--- src/usu_defines.svh ---
// Summary of operation
// One 8-bit shift register, CPU accessible, with a separate buffer copy
// Shift register top bit reaches data-out through a latch on the opposite edge
// Serial input is always taken from the data-in pin
// 4-bit readable and writable counter whose overflow can request an interrupt
// Shift register and counter advance from the same selected clock
// External clock makes the counter count both edges
// Clock source is the clock pin, timer 0 match or software strobe
// Two-wire start condition can request an interrupt
// Clock pin held low after a start condition or counter overflow
// Three-wire operation is SPI mode 0 or 1, no slave select
// Eight clock cycles exchange the shift registers of two units
// Clock pin level is set by port output writes and toggled by the clock-toggle strobe
// Edge select 0: sample on rising edge, change output on falling edge
// Edge select 1: sample on falling edge, change output on rising edge
// Each party loads data and enables driver half a period before sampling
// Software clears the counter before each byte
// Sixteen counted edges overflow the counter and set the overflow flag
// Overflow interrupt can wake the processor from idle sleep
// Without the buffer, software reads the byte before the next transfer
// Status write with flag one and counter zero clears flag and counter
// Software strobe clock: each strobe advances counter and toggles clock pin
// Alternating strobe writes shift one bit per pair, up to half CPU clock
// Wire mode at control bits 5:4 changes output pin behaviour and enables start detection in two-wire modes
// Control bit 6 enables the overflow interrupt, gated by global enable
// Buffer register takes the shift register at each counter overflow
// Reset clears shift register, buffer, counter, flags and controls
`ifndef USU_DEFINES_SVH
`define USU_DEFINES_SVH
`define USU_CR_START_IE 7
`define USU_CR_OVF_IE 6
`define USU_CR_WM_HI 5
`define USU_CR_WM_LO 4
`define USU_CR_SRC_SEL 3
`define USU_CR_EDGE_SEL 2
`define USU_CR_SHIFT_STB 1
`define USU_CR_TOGGLE_STB 0
`define USU_SR_START_FLAG 7
`define USU_SR_OVF_FLAG 6
`define USU_SR_CNT_HI 3
`define USU_SR_CNT_LO 0
`define USU_BYTE_RST 8'h00
`define USU_CNT_RST 4'h0
`define USU_CNT_MAX 4'hf
`define USU_CNT_ONE 4'h1
`define USU_FIFO_DEPTH 16
`define USU_FIFO_AW 4
`endif

--- src/usu_pkg.sv ---
`include "usu_defines.svh"
package usu_pkg;
  typedef logic [7:0] usu_byte_t;
  typedef logic [3:0] usu_cnt_t;
  typedef enum logic [1:0] {
    USU_WM_OFF = 2'h0,
    USU_WM_THREE = 2'h1,
    USU_WM_TWO = 2'h2,
    USU_WM_TWO_HOLD = 2'h3
  } usu_wire_mode_e;
endpackage

--- src/usu_sync.sv ---
`timescale 1ns/1ps
`default_nettype none
module usu_sync #(
  parameter int W = 1
) (
  // Clock and reset
  input wire logic clk_i,
  input wire logic rst_i,
  // Levels
  input wire logic [W-1:0] async_i,
  output logic [W-1:0] sync_o
);
  logic [W-1:0] meta_q;
  logic [W-1:0] sync_q;
  always_ff @(posedge clk_i or posedge rst_i) begin
    if (rst_i) begin
      meta_q <= '0;
      sync_q <= '0;
    end else begin
      meta_q <= async_i;
      sync_q <= meta_q;
    end
  end
  assign sync_o = sync_q;
endmodule // usu_sync
`default_nettype wire

--- src/usu_fifo.sv ---
`timescale 1ns/1ps
`default_nettype none
module usu_fifo #(
  parameter int W = 8,
  parameter int DEPTH = 16,
  parameter int AW = 4
) (
  // Clock and reset
  input wire logic clk_i,
  input wire logic rst_i,
  // Fill side
  input wire logic in_valid_i,
  output logic in_ready_o,
  input wire logic [W-1:0] in_data_i,
  // Drain side
  output logic out_valid_o,
  input wire logic out_ready_i,
  output logic [W-1:0] out_data_o
);
  logic [W-1:0] mem_q [DEPTH];
  logic [AW:0] wr_q, wr_d, rd_q, rd_d;
  logic push, pop;
  always_comb begin
    in_ready_o = (wr_q - rd_q) != (AW+1)'(DEPTH);
    out_valid_o = wr_q != rd_q;
    push = in_valid_i & in_ready_o;
    pop = out_valid_o & out_ready_i;
    wr_d = wr_q + (AW+1)'(push);
    rd_d = rd_q + (AW+1)'(pop);
  end
  always_ff @(posedge clk_i or posedge rst_i) begin
    if (rst_i) begin
      wr_q <= '0;
      rd_q <= '0;
    end else begin
      wr_q <= wr_d;
      rd_q <= rd_d;
    end
  end
  // Storage has no reset; only the pointers say what is valid
  always_ff @(posedge clk_i) begin
    if (push) begin
      mem_q[wr_q[AW-1:0]] <= in_data_i;
    end
  end
  assign out_data_o = mem_q[rd_q[AW-1:0]];
endmodule // usu_fifo
`default_nettype wire

--- src/usu_core.sv ---
`timescale 1ns/1ps
`default_nettype none
`include "usu_defines.svh"
module usu_core
  import usu_pkg::*;
(
  // Clock and reset
  input wire logic clk_i,
  input wire logic rst_i,
  // Control register write and readback
  input wire logic ctrl_wr_i,
  input wire logic [7:0] ctrl_wdata_i,
  output logic [7:0] ctrl_o,
  // Status register write and readback
  input wire logic stat_wr_i,
  input wire logic [7:0] stat_wdata_i,
  output logic [7:0] stat_o,
  // Shift data register and buffer
  input wire logic data_wr_i,
  input wire logic [7:0] data_wdata_i,
  output logic [7:0] data_o,
  output logic [7:0] buffer_o,
  // Port bits of the clock pin and direction bits of the data pins
  input wire logic port_out_wr_i,
  input wire logic port_out_sck_i,
  input wire logic port_dir_sck_i,
  input wire logic port_dir_do_i,
  input wire logic port_dir_di_i,
  // Timer 0 compare match pulse and global interrupt enable
  input wire logic timer_match_i,
  input wire logic global_ie_i,
  // Interrupt requests
  output logic ovf_irq_o,
  output logic start_irq_o,
  // Serial clock pin
  input wire logic sck_i,
  output logic sck_o,
  output logic sck_oe_o,
  // Serial data in pin, open drain data line in two-wire mode
  input wire logic di_i,
  output logic di_o,
  output logic di_oe_o,
  // Serial data out pin
  output logic do_o,
  output logic do_oe_o,
  // Received byte stream
  output logic rx_valid_o,
  input wire logic rx_ready_i,
  output logic [7:0] rx_data_o,
  output logic rx_space_o
);
  logic [1:0] pins_s;
  logic sck_s, di_s;
  logic sck_p_q, sck_p_d, di_p_q, di_p_d;
  usu_byte_t data_q, data_d, buf_q, buf_d;
  usu_cnt_t cnt_q, cnt_d;
  logic [7:2] ctrl_q, ctrl_d;
  logic ovf_q, ovf_d, start_q, start_d;
  logic do_q, do_d, sck_lvl_q, sck_lvl_d;
  logic edge_sel, src_sel, start_ie, ovf_ie;
  logic cnt_by_tgl_q, cnt_by_tgl_d, cnt_by_tgl;
  usu_wire_mode_e wm;
  logic rise, fall, sample_edge, sw_shift, sw_toggle;
  logic shift_tick, cnt_tick, cnt_wrap, start_det, hold_low;

  // Pins pass two flops; both share one synchroniser so they stay aligned
  usu_sync #(
    .W(2)
  ) u_sync (
    .clk_i(clk_i),
    .rst_i(rst_i),
    .async_i({sck_i, di_i}),
    .sync_o(pins_s)
  );
  assign sck_s = pins_s[1];
  assign di_s = pins_s[0];

  // Edge, source and count settings of a control write act in the same cycle as its strobes
  always_comb begin
    edge_sel = ctrl_wr_i ? ctrl_wdata_i[`USU_CR_EDGE_SEL] : ctrl_q[`USU_CR_EDGE_SEL];
    src_sel = ctrl_wr_i ? ctrl_wdata_i[`USU_CR_SRC_SEL] : ctrl_q[`USU_CR_SRC_SEL];
    // Shift strobe bit is kept: with the pin source it hands counting to the toggle strobe
    cnt_by_tgl = ctrl_wr_i ? ctrl_wdata_i[`USU_CR_SHIFT_STB] : cnt_by_tgl_q;
    start_ie = ctrl_q[`USU_CR_START_IE];
    ovf_ie = ctrl_q[`USU_CR_OVF_IE];
    wm = usu_wire_mode_e'(ctrl_q[`USU_CR_WM_HI:`USU_CR_WM_LO]);
  end

  // Clock source selection and tick generation
  always_comb begin
    rise = sck_s & ~sck_p_q;
    fall = ~sck_s & sck_p_q;
    sw_shift = ctrl_wr_i & ctrl_wdata_i[`USU_CR_SHIFT_STB];
    sw_toggle = ctrl_wr_i & ctrl_wdata_i[`USU_CR_TOGGLE_STB];
    sample_edge = edge_sel ? fall : rise; // see R13
    // External pin, else timer match or software strobe
    if (src_sel) begin
      shift_tick = sample_edge;
    end else if (edge_sel) begin
      shift_tick = timer_match_i;
    end else begin
      shift_tick = sw_shift;
    end
    // Pin clock counts both edges unless counting is handed to the toggle strobe
    if (src_sel) begin
      cnt_tick = cnt_by_tgl ? sw_toggle : (rise | fall); // see R06
    end else begin
      cnt_tick = shift_tick;
    end
    cnt_wrap = cnt_tick & (cnt_q == `USU_CNT_MAX);
    start_det = wm[1] & sck_s & di_p_q & ~di_s;
    hold_low = (wm == USU_WM_TWO_HOLD & ovf_q) | (wm[1] & start_q);
  end

  // Shift register, buffer and output latch
  always_comb begin
    data_d = data_q;
    buf_d = buf_q;
    do_d = do_q;
    sck_p_d = sck_s;
    di_p_d = di_s;
    if (data_wr_i) begin
      data_d = data_wdata_i;
    end else if (shift_tick) begin
      data_d = {data_q[6:0], di_s}; // see R03
    end
    if (cnt_wrap) begin
      buf_d = data_d;
    end
    // Latch is open in the half period opposite to sampling
    if (sck_s == edge_sel) begin
      do_d = data_q[7]; // see R02
    end
  end

  // Counter, flags, control bits and clock pin level
  always_comb begin
    cnt_d = cnt_q;
    ovf_d = ovf_q;
    start_d = start_q;
    ctrl_d = ctrl_q;
    sck_lvl_d = sck_lvl_q;
    cnt_by_tgl_d = cnt_by_tgl;
    if (ctrl_wr_i) begin
      ctrl_d = ctrl_wdata_i[7:2];
    end
    if (stat_wr_i) begin
      cnt_d = stat_wdata_i[`USU_SR_CNT_HI:`USU_SR_CNT_LO]; // see R04
      if (stat_wdata_i[`USU_SR_OVF_FLAG]) begin
        ovf_d = 1'b0;
      end
      if (stat_wdata_i[`USU_SR_START_FLAG]) begin
        start_d = 1'b0;
      end
    end else if (cnt_tick) begin
      cnt_d = cnt_q + `USU_CNT_ONE;
    end
    // A new event wins over a clear in the same cycle
    if (cnt_wrap) begin
      ovf_d = 1'b1;
    end
    if (start_det) begin
      start_d = 1'b1;
    end
    if (port_out_wr_i) begin
      sck_lvl_d = port_out_sck_i;
    end else if (sw_toggle) begin
      sck_lvl_d = ~sck_lvl_q; // see R12 see R21
    end
  end

  always_ff @(posedge clk_i or posedge rst_i) begin
    if (rst_i) begin
      data_q <= `USU_BYTE_RST;
      buf_q <= `USU_BYTE_RST;
      cnt_q <= `USU_CNT_RST;
      ctrl_q <= '0;
      ovf_q <= 1'b0;
      start_q <= 1'b0;
      do_q <= 1'b0;
      sck_lvl_q <= 1'b0;
      cnt_by_tgl_q <= 1'b0;
      sck_p_q <= 1'b0;
      di_p_q <= 1'b0;
    end else begin
      data_q <= data_d;
      buf_q <= buf_d;
      cnt_q <= cnt_d;
      ctrl_q <= ctrl_d;
      ovf_q <= ovf_d;
      start_q <= start_d;
      do_q <= do_d;
      sck_lvl_q <= sck_lvl_d;
      cnt_by_tgl_q <= cnt_by_tgl_d;
      sck_p_q <= sck_p_d;
      di_p_q <= di_p_d;
    end
  end

  // Received bytes queue up for a reader; a full queue drops further bytes
  // but the buffer register still keeps the newest one
  usu_fifo #(
    .W(8),
    .DEPTH(`USU_FIFO_DEPTH),
    .AW(`USU_FIFO_AW)
  ) u_fifo (
    .clk_i(clk_i),
    .rst_i(rst_i),
    .in_valid_i(cnt_wrap),
    .in_ready_o(rx_space_o),
    .in_data_i(data_d),
    .out_valid_o(rx_valid_o),
    .out_ready_i(rx_ready_i),
    .out_data_o(rx_data_o)
  );

  // Readback, pins and interrupts
  always_comb begin
    ctrl_o = {ctrl_q, 2'h0};
    stat_o = {start_q, ovf_q, 2'h0, cnt_q};
    data_o = data_q;
    buffer_o = buf_q;
    ovf_irq_o = ovf_q & ovf_ie & global_ie_i; // see R24
    start_irq_o = start_q & start_ie & global_ie_i;
    // No slave select: the data driver follows only the wire mode and the direction bit
    do_o = do_q;
    do_oe_o = (wm == USU_WM_THREE) & port_dir_do_i; // see R10
    di_o = 1'b0;
    di_oe_o = wm[1] & port_dir_di_i & ~do_q;
    sck_o = hold_low ? 1'b0 : sck_lvl_q;
    sck_oe_o = hold_low | (port_dir_sck_i & wm[1] & ~sck_lvl_q) |
               (port_dir_sck_i & ~wm[1]);
  end
endmodule // usu_core
`default_nettype wire

--- config.mk ---
export PLATFORM = sky130hd
export DESIGN_NAME = usu_core
export DESIGN_NICKNAME = d
export VERILOG_FILES = /design/src/usu_pkg.sv /design/src/usu_sync.sv /design/src/usu_fifo.sv /design/src/usu_core.sv
export VERILOG_INCLUDE_DIRS = /design/src /design/src/src
export SDC_FILE = /design/constraint.sdc
export NUM_CORES = 1
export LEC_CHECK = 0
export BUFFER_PORTS_ARGS = -buffer_cell sky130_fd_sc_hd__buf_2
export CAP_MARGIN = 10
export CORE_UTILIZATION = 50
export CTS_CLUSTER_SIZE = 16
export DETAILED_ROUTE_END_ITERATION = 12
export PLACE_DENSITY = 0.79
export RECOVER_POWER = 50
export SLEW_MARGIN = 30
export SYNTH_ARGS = -nofsm -noshare
export SYNTH_HDL_FRONTEND = slang
export SYNTH_SLANG_ARGS = --single-unit
--- constraint.sdc ---
create_clock -name clk_i -period 8.8 [get_ports clk_i]
set_clock_uncertainty 0.1 [all_clocks]
set_input_delay 2.64 -clock clk_i [delete_from_list [all_inputs] [get_ports clk_i]]
set_output_delay 2.64 -clock clk_i [all_outputs]
set_load 0.02 [all_outputs]
Word level (Yosys, flattened, before mapping)

Memory sizes are Yosys's and may differ from the RTL's.
Cells that the tools add are included.

$add $sub $neg: 4
Eq/ne operators: 6
Mux-type cells: 23
Bitwise gates (word level): 32
Reductions and logical operators: 8

Operators with widths:

| operator                                             | number |
|---|---|
| AND 1 bit                                            | 22 |
| two-way mux 1 bit                                    | 19 |
| two-way mux 8 bit                                    | 2 |
| nonzero test 2 bit                                   | 6 |
| adder 5 x 1 -> 5 bit                                 | 2 |
| two-way mux 4 bit                                    | 2 |
| inverter 1 bit                                       | 6 |
| inequality test 5 bit                                | 1 |
| inequality test 5 bit (second input constant)        | 1 |
| subtractor 5 bit                                     | 1 |
| adder 4 x 1 -> 4 bit (second input constant)         | 1 |
| equality test 4 bit (second input constant)          | 1 |
| OR 1 bit                                             | 4 |
| AND reduction 2 bit                                  | 2 |
| equality test 2 x 1 -> 1 bit (second input constant) | 1 |
| equality test 2 bit (second input constant)          | 1 |
| equality test 1 bit                                  | 1 |

Flip-flop bits (word level): 47
RAM bits: 128
Output and inout port bits: 50
Logic and storage cells: 89
Memories kept: 1

Memory list:

| memory       | words | width | rd ports | clocked after memory_dff | write ports | line           | source |
|---|---|---|---|---|---|---|---|
| u_fifo.mem_q | 16    | 8     | 1        | 0                        | 1           | usu_fifo.sv:20 | `logic [W-1:0] mem_q [DEPTH];` |

Logic depth before layout (Yosys ltp)

Gate-level depths: netlist (run 1).

Depth in word-level cells: 9
Mapped depth: 13
Mapped depth without buffers: 11

Modules after synthesis

Synthesis (run 1) repeated with hierarchy kept, for this count alone.

Cell total of the unflattened synthesis: 430
Area total of the unflattened synthesis: 7597.3 um^2

Modules (own cells, without submodules):

| module   | times used | cells an instance | area an instance (um^2) |
|---|---|---|---|
| usu_fifo | 1          | 259               | 5662.9 |
| usu_core | 1          | 166               | 1830.5 |
| usu_sync | 1          | 5                 | 103.8 |

Worst setup path after synthesis (run 1)

OpenSTA, ideal clock, no wires.

Path type: input -> output
Start point: in port_dir_di_i
End point: out di_oe_o
Arrival: 2.973 ns
Required time: 6.060 ns
Path slack: 3.087 ns
Stages: 2
Path buffers: 0
Cells stage by stage: nand2_1 > nor2_1

Cells in the longest elaborated chain, start to end: 2

Ends and longest elaborated chain:

| item                   | line            | source |
|---|---|---|
| start, declared        | usu_core.sv:28  | `input wire logic port_dir_di_i,` |
| AND 1 bit (2 in a row) | usu_core.sv:229 | `di_oe_o = wm[1] & port_dir_di_i & ~do_q;` |
| end, declared          | usu_core.sv:42  | `output logic di_oe_o,` |

Every way passes these cells.

Worst setup path after layout (run 1)

Start point: in ctrl_wr_i
End point: mem u_fifo.mem_q[15][4] (enable)

Cells in the longest elaborated chain, start to end: 8
Elaborated cells on any way between the ends: 14
Classes of those cells: mux (10); bitwise (4)

Ends and longest elaborated chain:

| item                                                  | line                           | source |
|---|---|---|
| start, declared                                       | usu_core.sv:11                 | `input wire logic ctrl_wr_i,` |
| AND 1 bit / two-way mux 1 bit (equally long branches) | usu_core.sv:93, usu_core.sv:80 |  |
| two-way mux 1 bit, on equally long branches           | usu_core.sv:99, usu_core.sv:95 |  |
| two-way mux 1 bit                                     | usu_core.sv:97                 | `if (src_sel) begin` |
| two-way mux 1 bit (*)                                 | usu_core.sv:105                | `if (src_sel) begin` |
| AND 1 bit (*)                                         | usu_core.sv:110                | `` cnt_wrap = cnt_tick & (cnt_q == `USU_CNT_MAX); `` |
| AND 1 bit (*)                                         | usu_fifo.sv:26                 | `push = in_valid_i & in_ready_o;` |
| two-way mux 1 bit (*)                                 | usu_fifo.sv:42                 | `if (push) begin` |
| two-way mux 1 bit (not written as such) (*)           | usu_fifo.sv:43                 | `mem_q[wr_q[AW-1:0]] <= in_data_i;` |
| end, declared                                         | usu_fifo.sv:20                 |  |

Every way passes the cells marked *; elsewhere a longest branch is shown, timed or not.

==> results.yml, run 1 <==
run_status:
  status: "finished, violations left"
  violations: "capacitance limit, slew limit"
critical_path:
  r2r-end: "u_fifo.mem_q[15][4]"
  path_class: "in2reg"
  worstPathRequired_ns: 8.76
  cp.arrival_ns: 6.73
  r2r_start: "u_sync.sync_o[1]"
  ff2ff_setup_slack_ns: 4.21
  crit_fanout: 18
  end_kind: "flip-flop"
  startpoint_type: "input port"
  r2r.worst_path.cells: 8
clocking:
  root_buffer: "clkbuf_16"
  cts_resized: 0
  cts_tree: "built"
  clkTransAtPathRegs_ns: 0.06
  hold_buffers: 0
  post_cts_buffers: 0
  clk_latency_ns: 0.43
  cts_sinks: 175
  ctsLongestPathBuffers: 2
  cts_made_buffers: 17
  ctsHtreeMaxLevel: 4
synthesis:
  ys_warn_count: 0
  syn_area_um2: 7470
  synth_top_area_share_pct: 51.4
  synth_flop_cell: "edfxtp_1"
  synth_edf_count: 128
  yosysTopAreaCell: "edfxtp_1"
  ys_seq_elements: 175
  synth_cell_types: 48
  syn_avg_cell_area_um2: 15.8
  syn-instance-count: 472
  yosys-top-cells-area: "edfxtp_1 (51%), dfrtp_1 (16%), mux4_2 (9.6%)"
  async_flop_share_pct: 26.9
  seq_area_frac_synth_pct: 67.2
grt:
  grt_pass1_vias: 4542
  grt_overflow_total: 0
  grt_pass1_wl_um: 24400
  grt_max_degree: 48
  grt.total_usage_pct: 21.1
  antenna_found_initial: 0
min_path:
  timing.hold.worst.start: "u_sync.meta_q[1]"
  hold_class: "reg2reg"
  holdPathStages: 0
  min_to: "u_sync.sync_o[1]"
route:
  drc: 0
  avgRoutedWirePerCell_um: 20.1
  drt-vias-per-instance: 5.82
  wirelength_um: 15400
  drt_iter0_drc: 406
  vias: 4463
  ant_nets: 0
  dr.pass1.iters: 5
finish:
  area_growth_syn_to_layout_pct: 15.6
  layout_common_cells: "edfxtp_1 (128), nand2_1 (51), buf_2 (49)"
  final_common_cell: "edfxtp_1"
  drive_gt1_share_pct: 24.2
  antenna_cells: 0
  final_net_count: 620
  stdcell_count: 767
placement:
  dp_hpwl_um: 9890
  dp_slack_ns: 3.01
  placed_cells: 735
  gp_congestion: 0.798
  numPortBuffers: 81
sta:
  setup_viol: 0
  tns_ns: 0
  rsz0062_at_grt: "no"
  period_share_pct: 76.9
  layout_setup_ws_ns: 2.03
  period_needed_ns: 6.77
  worst_pin_slew_ns: 2.12
  drv_slew: 96
  max_freq_mhz: 148
  slew_headroom_pct: -41.8
  hold_viol_final: 0
power_and_ir_drop:
  p_per_area_nw_per_um2: 295
  irDropWorstVdd_mv: 0.200
  p_total_uw: 2550
  p_leak_uw: 0.00321
run:
  max_cap_violations: 4
floorplanning:
  start_util_pct: 51.4
  core.rowCount: 44
  die-area_um2: 15400
  fp.dieW_um: 124
  ios: 89
  die_h_um: 124
  core_area_um2: 14500
## critical path, cell delays in order
cell	delay, ns
clkbuf_1	0.46
a211oi_1	0.13
a21o_1	0.40
nor3_1	1.28
o31ai_1	0.81
nor4_1	0.44
clkbuf_1	0.55
## worst max path at each step
stage / from / end / depth (start not counted)
4_1_cts: global_ie_i / ovf_irq_o / 3
2_1_floorplan: port_dir_di_i / di_oe_o / 2
5_1_grt: ctrl_wr_i / u_fifo.mem_q[8][6] / 7
6_report: ctrl_wr_i / u_fifo.mem_q[15][4] / 7
3_5_place_dp: global_ie_i / ovf_irq_o / 3
3_3_place_gp: global_ie_i / ovf_irq_o / 3
## logic make-up (layout without fill, tap and decap cells)
group	after synthesis	count (layout)	share of synthesized area (%)
adder cells (fa/ha/maj)	11	11	1.84
multiplexers	53	53	12.7
buffers and inverters	43	150	2.91
flip-flops	175	175	67.2
XOR/XNOR	14	14	1.64
other	1	5	0.0502
AND/OR/NAND/NOR	127	127	8.62
AO/OA/AOI/OAI	48	48	5.06
## flip-flops by register name, indices dropped and copies added, names as in the netlist
| register | flops |
|---|---|
| u_fifo.mem_q | 128 |
| data_o | 8 |
| u_sync.sync_o | 2 |
| cnt_by_tgl_q | 1 |
| start_q | 1 |
| di_p_q | 1 |
| sck_lvl_q | 1 |
| u_fifo.wr_q | 5 |
| ovf_q | 1 |
| do_o | 1 |
| u_sync.meta_q | 2 |
| buffer_o | 8 |
| sck_p_q | 1 |
| u_fifo.rd_q | 5 |
| ctrl_q | 6 |
| cnt_q | 4 |
## through the flow
step | hold WS [ns] | util, % | instance area [um^2]
3_3_place_gp | 0.233 | 55.9 | 8130
3_5_place_dp | 0.241 | 56.0 | 8130
5_1_grt | 0.265 | 59.4 | 8640
6_report | 0.252 | 59.4 | 8640
2_1_floorplan | 0.231 | - | 7490
4_1_cts | 0.255 | 60.2 | 8750
## Yosys cell counts, types with 6 or more instances
library cell and n:
buf_2 6, o31a_1 6, and3_1 10, edfxtp_1 128, a211oi_1 6, ha_1 11, dfrtp_1 47, xnor2_1 9
nor2_1 15, nand3_1 10, mux2_2 16, inv_1 14, nor4_1 9, a31oi_1 8, nor4b_1 6, clkbuf_1 8
nand2b_1 11, buf_4 7, nand2_1 51, mux4_2 32
## power by group
part           internal [uW]  total, uW  switching (uW)  leakage (uW)
Combinational            303        763             459       0.00120
Sequential               959       1010            50.5       0.00171
Clock                    472        773             301      0.000301
Total                   1730       2550             811       0.00321
## routing by layer
layer	track usage, %	routed length (um)	up-vias
met5	0	0	-
met3	4.47	1060	37
met1	26.7	6270	2255
li1	-	-	1993
met4	11.5	476	0
met2	34.3	7580	178
## area by class of cell
class,count,area [um^2]
fill,1103,5900
sequential,175,5020
multi-input combinational,258,2230
clock buffer,21,470
timing repair buffer,101,470
tap,184,230
clock inverter,11,150
inverter,17,65.1
(Power assumes the default switching activity.)
==> run 2, diff against run 1 <==
--- a/config.mk
+++ b/config.mk
@@ -11,7 +11,7 @@
 export CORE_UTILIZATION = 50
 export CTS_CLUSTER_SIZE = 16
 export DETAILED_ROUTE_END_ITERATION = 12
-export PLACE_DENSITY = 0.79
+export PLACE_DENSITY = 0.82
 export RECOVER_POWER = 50
 export SLEW_MARGIN = 30
 export SYNTH_ARGS = -nofsm -noshare
==> constraint.sdc (replaced) <==
create_clock -name clk_i -period 5.56 [get_ports clk_i]
set_clock_uncertainty 0.1 [all_clocks]
set_input_delay 1.668 -clock clk_i [delete_from_list [all_inputs] [get_ports clk_i]]
set_output_delay 1.668 -clock clk_i [all_outputs]
set_load 0.02 [all_outputs]
==> results.yml, run 2 (synthesis gave the netlist of run 1 again) <==
floorplanning:
  start_util_pct: 51.4
  ios: 89
  die_h_um: 124
  core.rowCount: 44
  fp.dieW_um: 124
  die-area_um2: 15400
  core_area_um2: 14500
sta:
  worst_pin_slew_ns: 1.97
  drv_slew: 66
  slew_headroom_pct: -31.9
  tns_ns: 0
  period_share_pct: 84.4
  worst_hold_slack_ns: 0.249
  period_needed_ns: 4.69
  hold_viol_final: 0
  setup_viol: 0
  rsz0062_at_grt: "no"
  max_freq_mhz: 213
clocking:
  post_cts_buffers: 0
  ctsLongestPathBuffers: 2
  cts_sinks: 175
  cts_tree: "built"
  cts_resized: 0
  hold_buffers: 0
  clk_latency_ns: 0.43
  clkTransAtPathRegs_ns: 0.06
  ctsHtreeMaxLevel: 4
  cts_made_buffers: 17
  root_buffer: "clkbuf_16"
finish:
  antenna_cells: 0
  final_common_cell: "edfxtp_1"
  area_growth_syn_to_layout_pct: 15.4
  final_net_count: 622
  largest_reg_flops: 128
  layout_common_cells: "edfxtp_1 (128), nand2_1 (51), clkbuf_1 (50)"
  drive_gt1_share_pct: 23.8
critical_path:
  worstPathRequired_ns: 5.53
  startpoint_type: "input port"
  crit_fanout: 18
  crit_chain: "clkbuf_1, a211oi_1, a21o_1, nor3_4, o31ai_1, nor4b_1, clkbuf_1"
  cpMaxStageDelayCell: "nor3_4"
  ff2ff_setup_slack_ns: 1.33
  crit_path_frequent_cell: "clkbuf_1"
  r2r.worst_path.cells: 9
  cpPeakStageDelay_ns: 0.55
  r2r-end: "u_fifo.wr_q[4]"
  crit_start: "ctrl_wr_i"
  path_class: "in2reg"
  cp.arrival_ns: 4.66
  r2r_start: "u_fifo.rd_q[3]"
  end_kind: "flip-flop"
run_status:
  status: "finished, violations left"
  violations: "capacitance limit, slew limit"
placement:
  dp_hpwl_um: 10400
  gp_congestion: 0.837
  numPortBuffers: 81
grt:
  antenna_found_initial: 0
  grt_overflow_total: 0
  grt_max_degree: 48
  grt_pass1_vias: 4674
  grt.total_usage_pct: 22.2
  grt_pass1_wl_um: 25500
route:
  vias: 4479
  avgRoutedWirePerCell_um: 20.9
  drt_iter0_drc: 346
  drt-vias-per-instance: 5.82
  drc: 0
  wirelength_um: 16000
  dr.pass1.iters: 5
  ant_nets: 0
min_path:
  hold_class: "reg2reg"
  holdPathStages: 0
  min_to: "u_sync.sync_o[1]"
  timing.hold.worst.start: "u_sync.meta_q[1]"
power_and_ir_drop:
  p_leak_uw: 0.00319
  irDropWorstVdd_mv: 0.376
  p_per_area_nw_per_um2: 459
run:
  max_cap_violations: 2
[run 2: cell count changes in the layout (fill, tap and decap cells not counted), moves of 2 or more]
cell	previous run	this run
buf_2	49	43
buf_4	8	13
bufinv_16	3	0
clkbuf_1	45	50
clkbuf_16	17	19
clkinv_4	0	2
[run 2: per-stage QoR]
step | cell area (um^2) | power (uW) | std cells | util (%) | setup slack (ns)
floorplan | 7490 | 2490 | 476 | - | 1.26
global placement | 8140 | 2790 | 737 | 56.0 | 1.19
detailed placement | 8140 | 2840 | 737 | 56.0 | 1.08
CTS | 8720 | 4000 | 769 | 60.0 | 1.04
global route | 8630 | 4130 | 769 | 59.4 | 0.564
finish | 8630 | 3960 | 769 | 59.4 | 0.866
[run 2: worst max path at each step]
| stage | to | slack, ns | depth (start not counted) |
|---|---|---|---|
| 3_5_place_dp | buffer_o[4] | 1.08 | 6 |
| 5_1_grt | u_fifo.mem_q[2][0] | 0.56 | 7 |
| 3_3_place_gp | buffer_o[5] | 1.19 | 6 |
| 2_1_floorplan | rx_space_o | 1.26 | 8 |
| 6_report | u_fifo.mem_q[2][5] | 0.87 | 7 |
| 4_1_cts | rx_space_o | 1.04 | 8 |
[run 2: layout make-up]
cell class | count | area (um^2)
Clock buffer | 24 | 514
Fill cell | 1097 | 5910
Sequential cell | 175 | 5020
Multi-Input combinational cell | 258 | 2240
Timing Repair Buffer | 103 | 489
Clock inverter | 8 | 67.6
Tap cell | 184 | 230
Inverter | 17 | 65.1
[run 2: where the power goes]
| part | internal, uW | switching (uW) |
|---|---|---|
| sequential | 1520 | 117 |
| clock | 657 | 494 |
| combinational | 481 | 694 |
[run 2: critical path, delay by kind of cell]
kind | cells | cell delay [ns]
buffers and inverters | 2 | 0.94
AND/OR/NAND/NOR | 2 | 0.97
AO/OA/AOI/OAI | 3 | 1.07
[run 2: routing by layer]
layer  up-vias  share of wire (%)  GRT usage (%)
met2       225                 51           36.4
met3        46                6.8           5.20
li1       1999                  -              -
met4         0                3.1           11.3
met5         -                  0              0
met1      2209                 39           27.5
==> run 3, diff against run 2 <==
==> constraint.sdc (replaced) <==
create_clock -name clk_i -period 4 [get_ports clk_i]
set_clock_uncertainty 0.1 [all_clocks]
set_input_delay 1.2 -clock clk_i [delete_from_list [all_inputs] [get_ports clk_i]]
set_output_delay 1.2 -clock clk_i [all_outputs]
set_load 0.02 [all_outputs]
==> results.yml, run 3 (synthesis gave the netlist of run 1 again) <==
finish:
  register_area_um2: 5020
  fin_util_pct: 59.8
  final_common_cell: "edfxtp_1"
  nFillCells: 1107
  drive_gt1_share_pct: 25.3
  final_net_count: 630
  layout_common_cells: "edfxtp_1 (128), nand2_1 (51), clkbuf_1 (50)"
  largest_reg_flops: 128
  stdcell_area_um2: 8690
  antenna_cells: 0
  area_growth_syn_to_layout_pct: 16.3
  multi_input_area_um2: 2230
critical_path:
  cp.arrival_ns: 2.62
  end_kind: "output port"
  startpoint_type: "flip-flop"
  path_class: "reg2out"
  crit_fanout: 11
  crit_path_end: "rx_space_o"
  r2r-end: "u_fifo.wr_q[4]"
  ff2ff_setup_slack_ns: 0.43
  r2r.worst_path.cells: 9
  crit_start: "u_fifo.rd_q[3]"
  r2r_start: "u_fifo.rd_q[3]"
  worstPathRequired_ns: 2.70
floorplanning:
  die_h_um: 124
  core.rowCount: 44
  ios: 89
  core_area_um2: 14500
  start_util_pct: 51.4
  fp.dieW_um: 124
  die-area_um2: 15400
power_and_ir_drop:
  p_leak_uw: 0.00322
  irDropWorstVdd_mv: 0.482
  p_per_area_nw_per_um2: 642
route:
  wirelength_um: 15700
  vias: 4583
  drt-vias-per-instance: 5.90
  ant_nets: 0
  drt_iter0_drc: 315
  dr.pass1.iters: 5
  avgRoutedWirePerCell_um: 20.2
  drc: 0
clocking:
  clk_latency_ns: 0.43
  cts_made_buffers: 17
  clkTransAtPathRegs_ns: 0.06
  post_cts_buffers: 0
  root_buffer: "clkbuf_16"
  ctsHtreeMaxLevel: 4
  ctsLongestPathBuffers: 2
  cts_tree: "built"
  cts_sinks: 175
sta:
  drv_slew: 48
  worst_hold_slack_ns: 0.260
  worst_pin_slew_ns: 2.02
  layout_setup_ws_ns: 0.0850
  tns_ns: 0
  slew_headroom_pct: -35.1
  rsz0062_at_grt: "no"
  setup_viol: 0
  period_needed_ns: 3.92
  period_share_pct: 97.9
  max_freq_mhz: 255
  hold_viol_final: 0
grt:
  grt_overflow_total: 0
  grt_pass1_vias: 4492
  grt_pass1_wl_um: 24700
  antenna_found_initial: 0
  grt_max_degree: 48
  grt.total_usage_pct: 21.1
run_status:
  status: "finished, violations left"
  violations: "capacitance limit, slew limit"
min_path:
  hold_class: "reg2reg"
placement:
  dp_hpwl_um: 10200
  place_area_um2: 8210
  gp_congestion: 0.875
  dp_slack_ns: 0.349
  numPortBuffers: 81
run:
  max_cap_violations: 1
## run 3: cell count changes in the layout (fill, tap and decap cells not counted), moves of 2 or more
cell and delta:
a211oi_2 +2, buf_4 +3, bufinv_16 +2, clkbuf_16 -2, clkbuf_2 +3, clkinv_4 +2
clkinvlp_4 +3
## run 3: worst min path at each step
| stage | start | to | slack [ns] | depth (start not counted) |
|---|---|---|---|---|
| after floorplan | u_sync.meta_q[0] | u_sync.sync_o[0] | 0.23 | 0 |
| after global placement | u_sync.meta_q[0] | u_sync.sync_o[0] | 0.24 | 0 |
| after detailed placement | u_sync.meta_q[0] | u_sync.sync_o[0] | 0.24 | 0 |
| after CTS | u_sync.meta_q[0] | u_sync.sync_o[0] | 0.26 | 0 |
| after global routing | u_sync.meta_q[1] | u_sync.sync_o[1] | 0.26 | 0 |
| final | u_sync.meta_q[1] | u_sync.sync_o[1] | 0.26 | 0 |
## run 3: final cells by class
cell class	count	share of cell area [%]
clock inverters	11	1.55
well taps	184	2.65
inverters	17	0.792
repair buffers	111	6.35
multi-input cells	258	25.7
clock buffers	21	5.18
flip-flops and latches	175	57.8
## run 3: timing repair
item                       in CTS  in global routing
resized for setup               1                  1
hold buffers                    0                  0
setup endpoints to repair       1                  1
pin swaps                       0                  0
## run 3: power breakdown
| group | leakage (uW) | total, uW | switching, uW | internal [uW] |
|---|---|---|---|---|
| combinational | 0.00124 | 1700 | 992 | 706 |
| clock | 0.000274 | 1620 | 679 | 943 |
| sequential | 0.00171 | 2260 | 153 | 2110 |
| total | 0.00322 | 5580 | 1820 | 3760 |
## run 3: metal layers
layer,routed length (um),GRT usage (%)
met1,6180,27.5
met3,1140,4.60
met2,8050,34.6
met5,0,0
met4,364,8.50
## run 3: through the flow
stage	instances	total power [uW]
after global placement	745	3930
final	777	5580
after detailed placement	745	4010
after global routing	777	5800
after floorplan	476	3460
after CTS	777	5630
## run 3: critical path, cell delays in order (launching register included)
cell and delay, ns:
dfrtp_2 0.54, inv_1 0.25, ha_1 0.40, or4b_1 0.59, a21oi_1 0.17, o21bai_1 0.09, buf_2 0.16
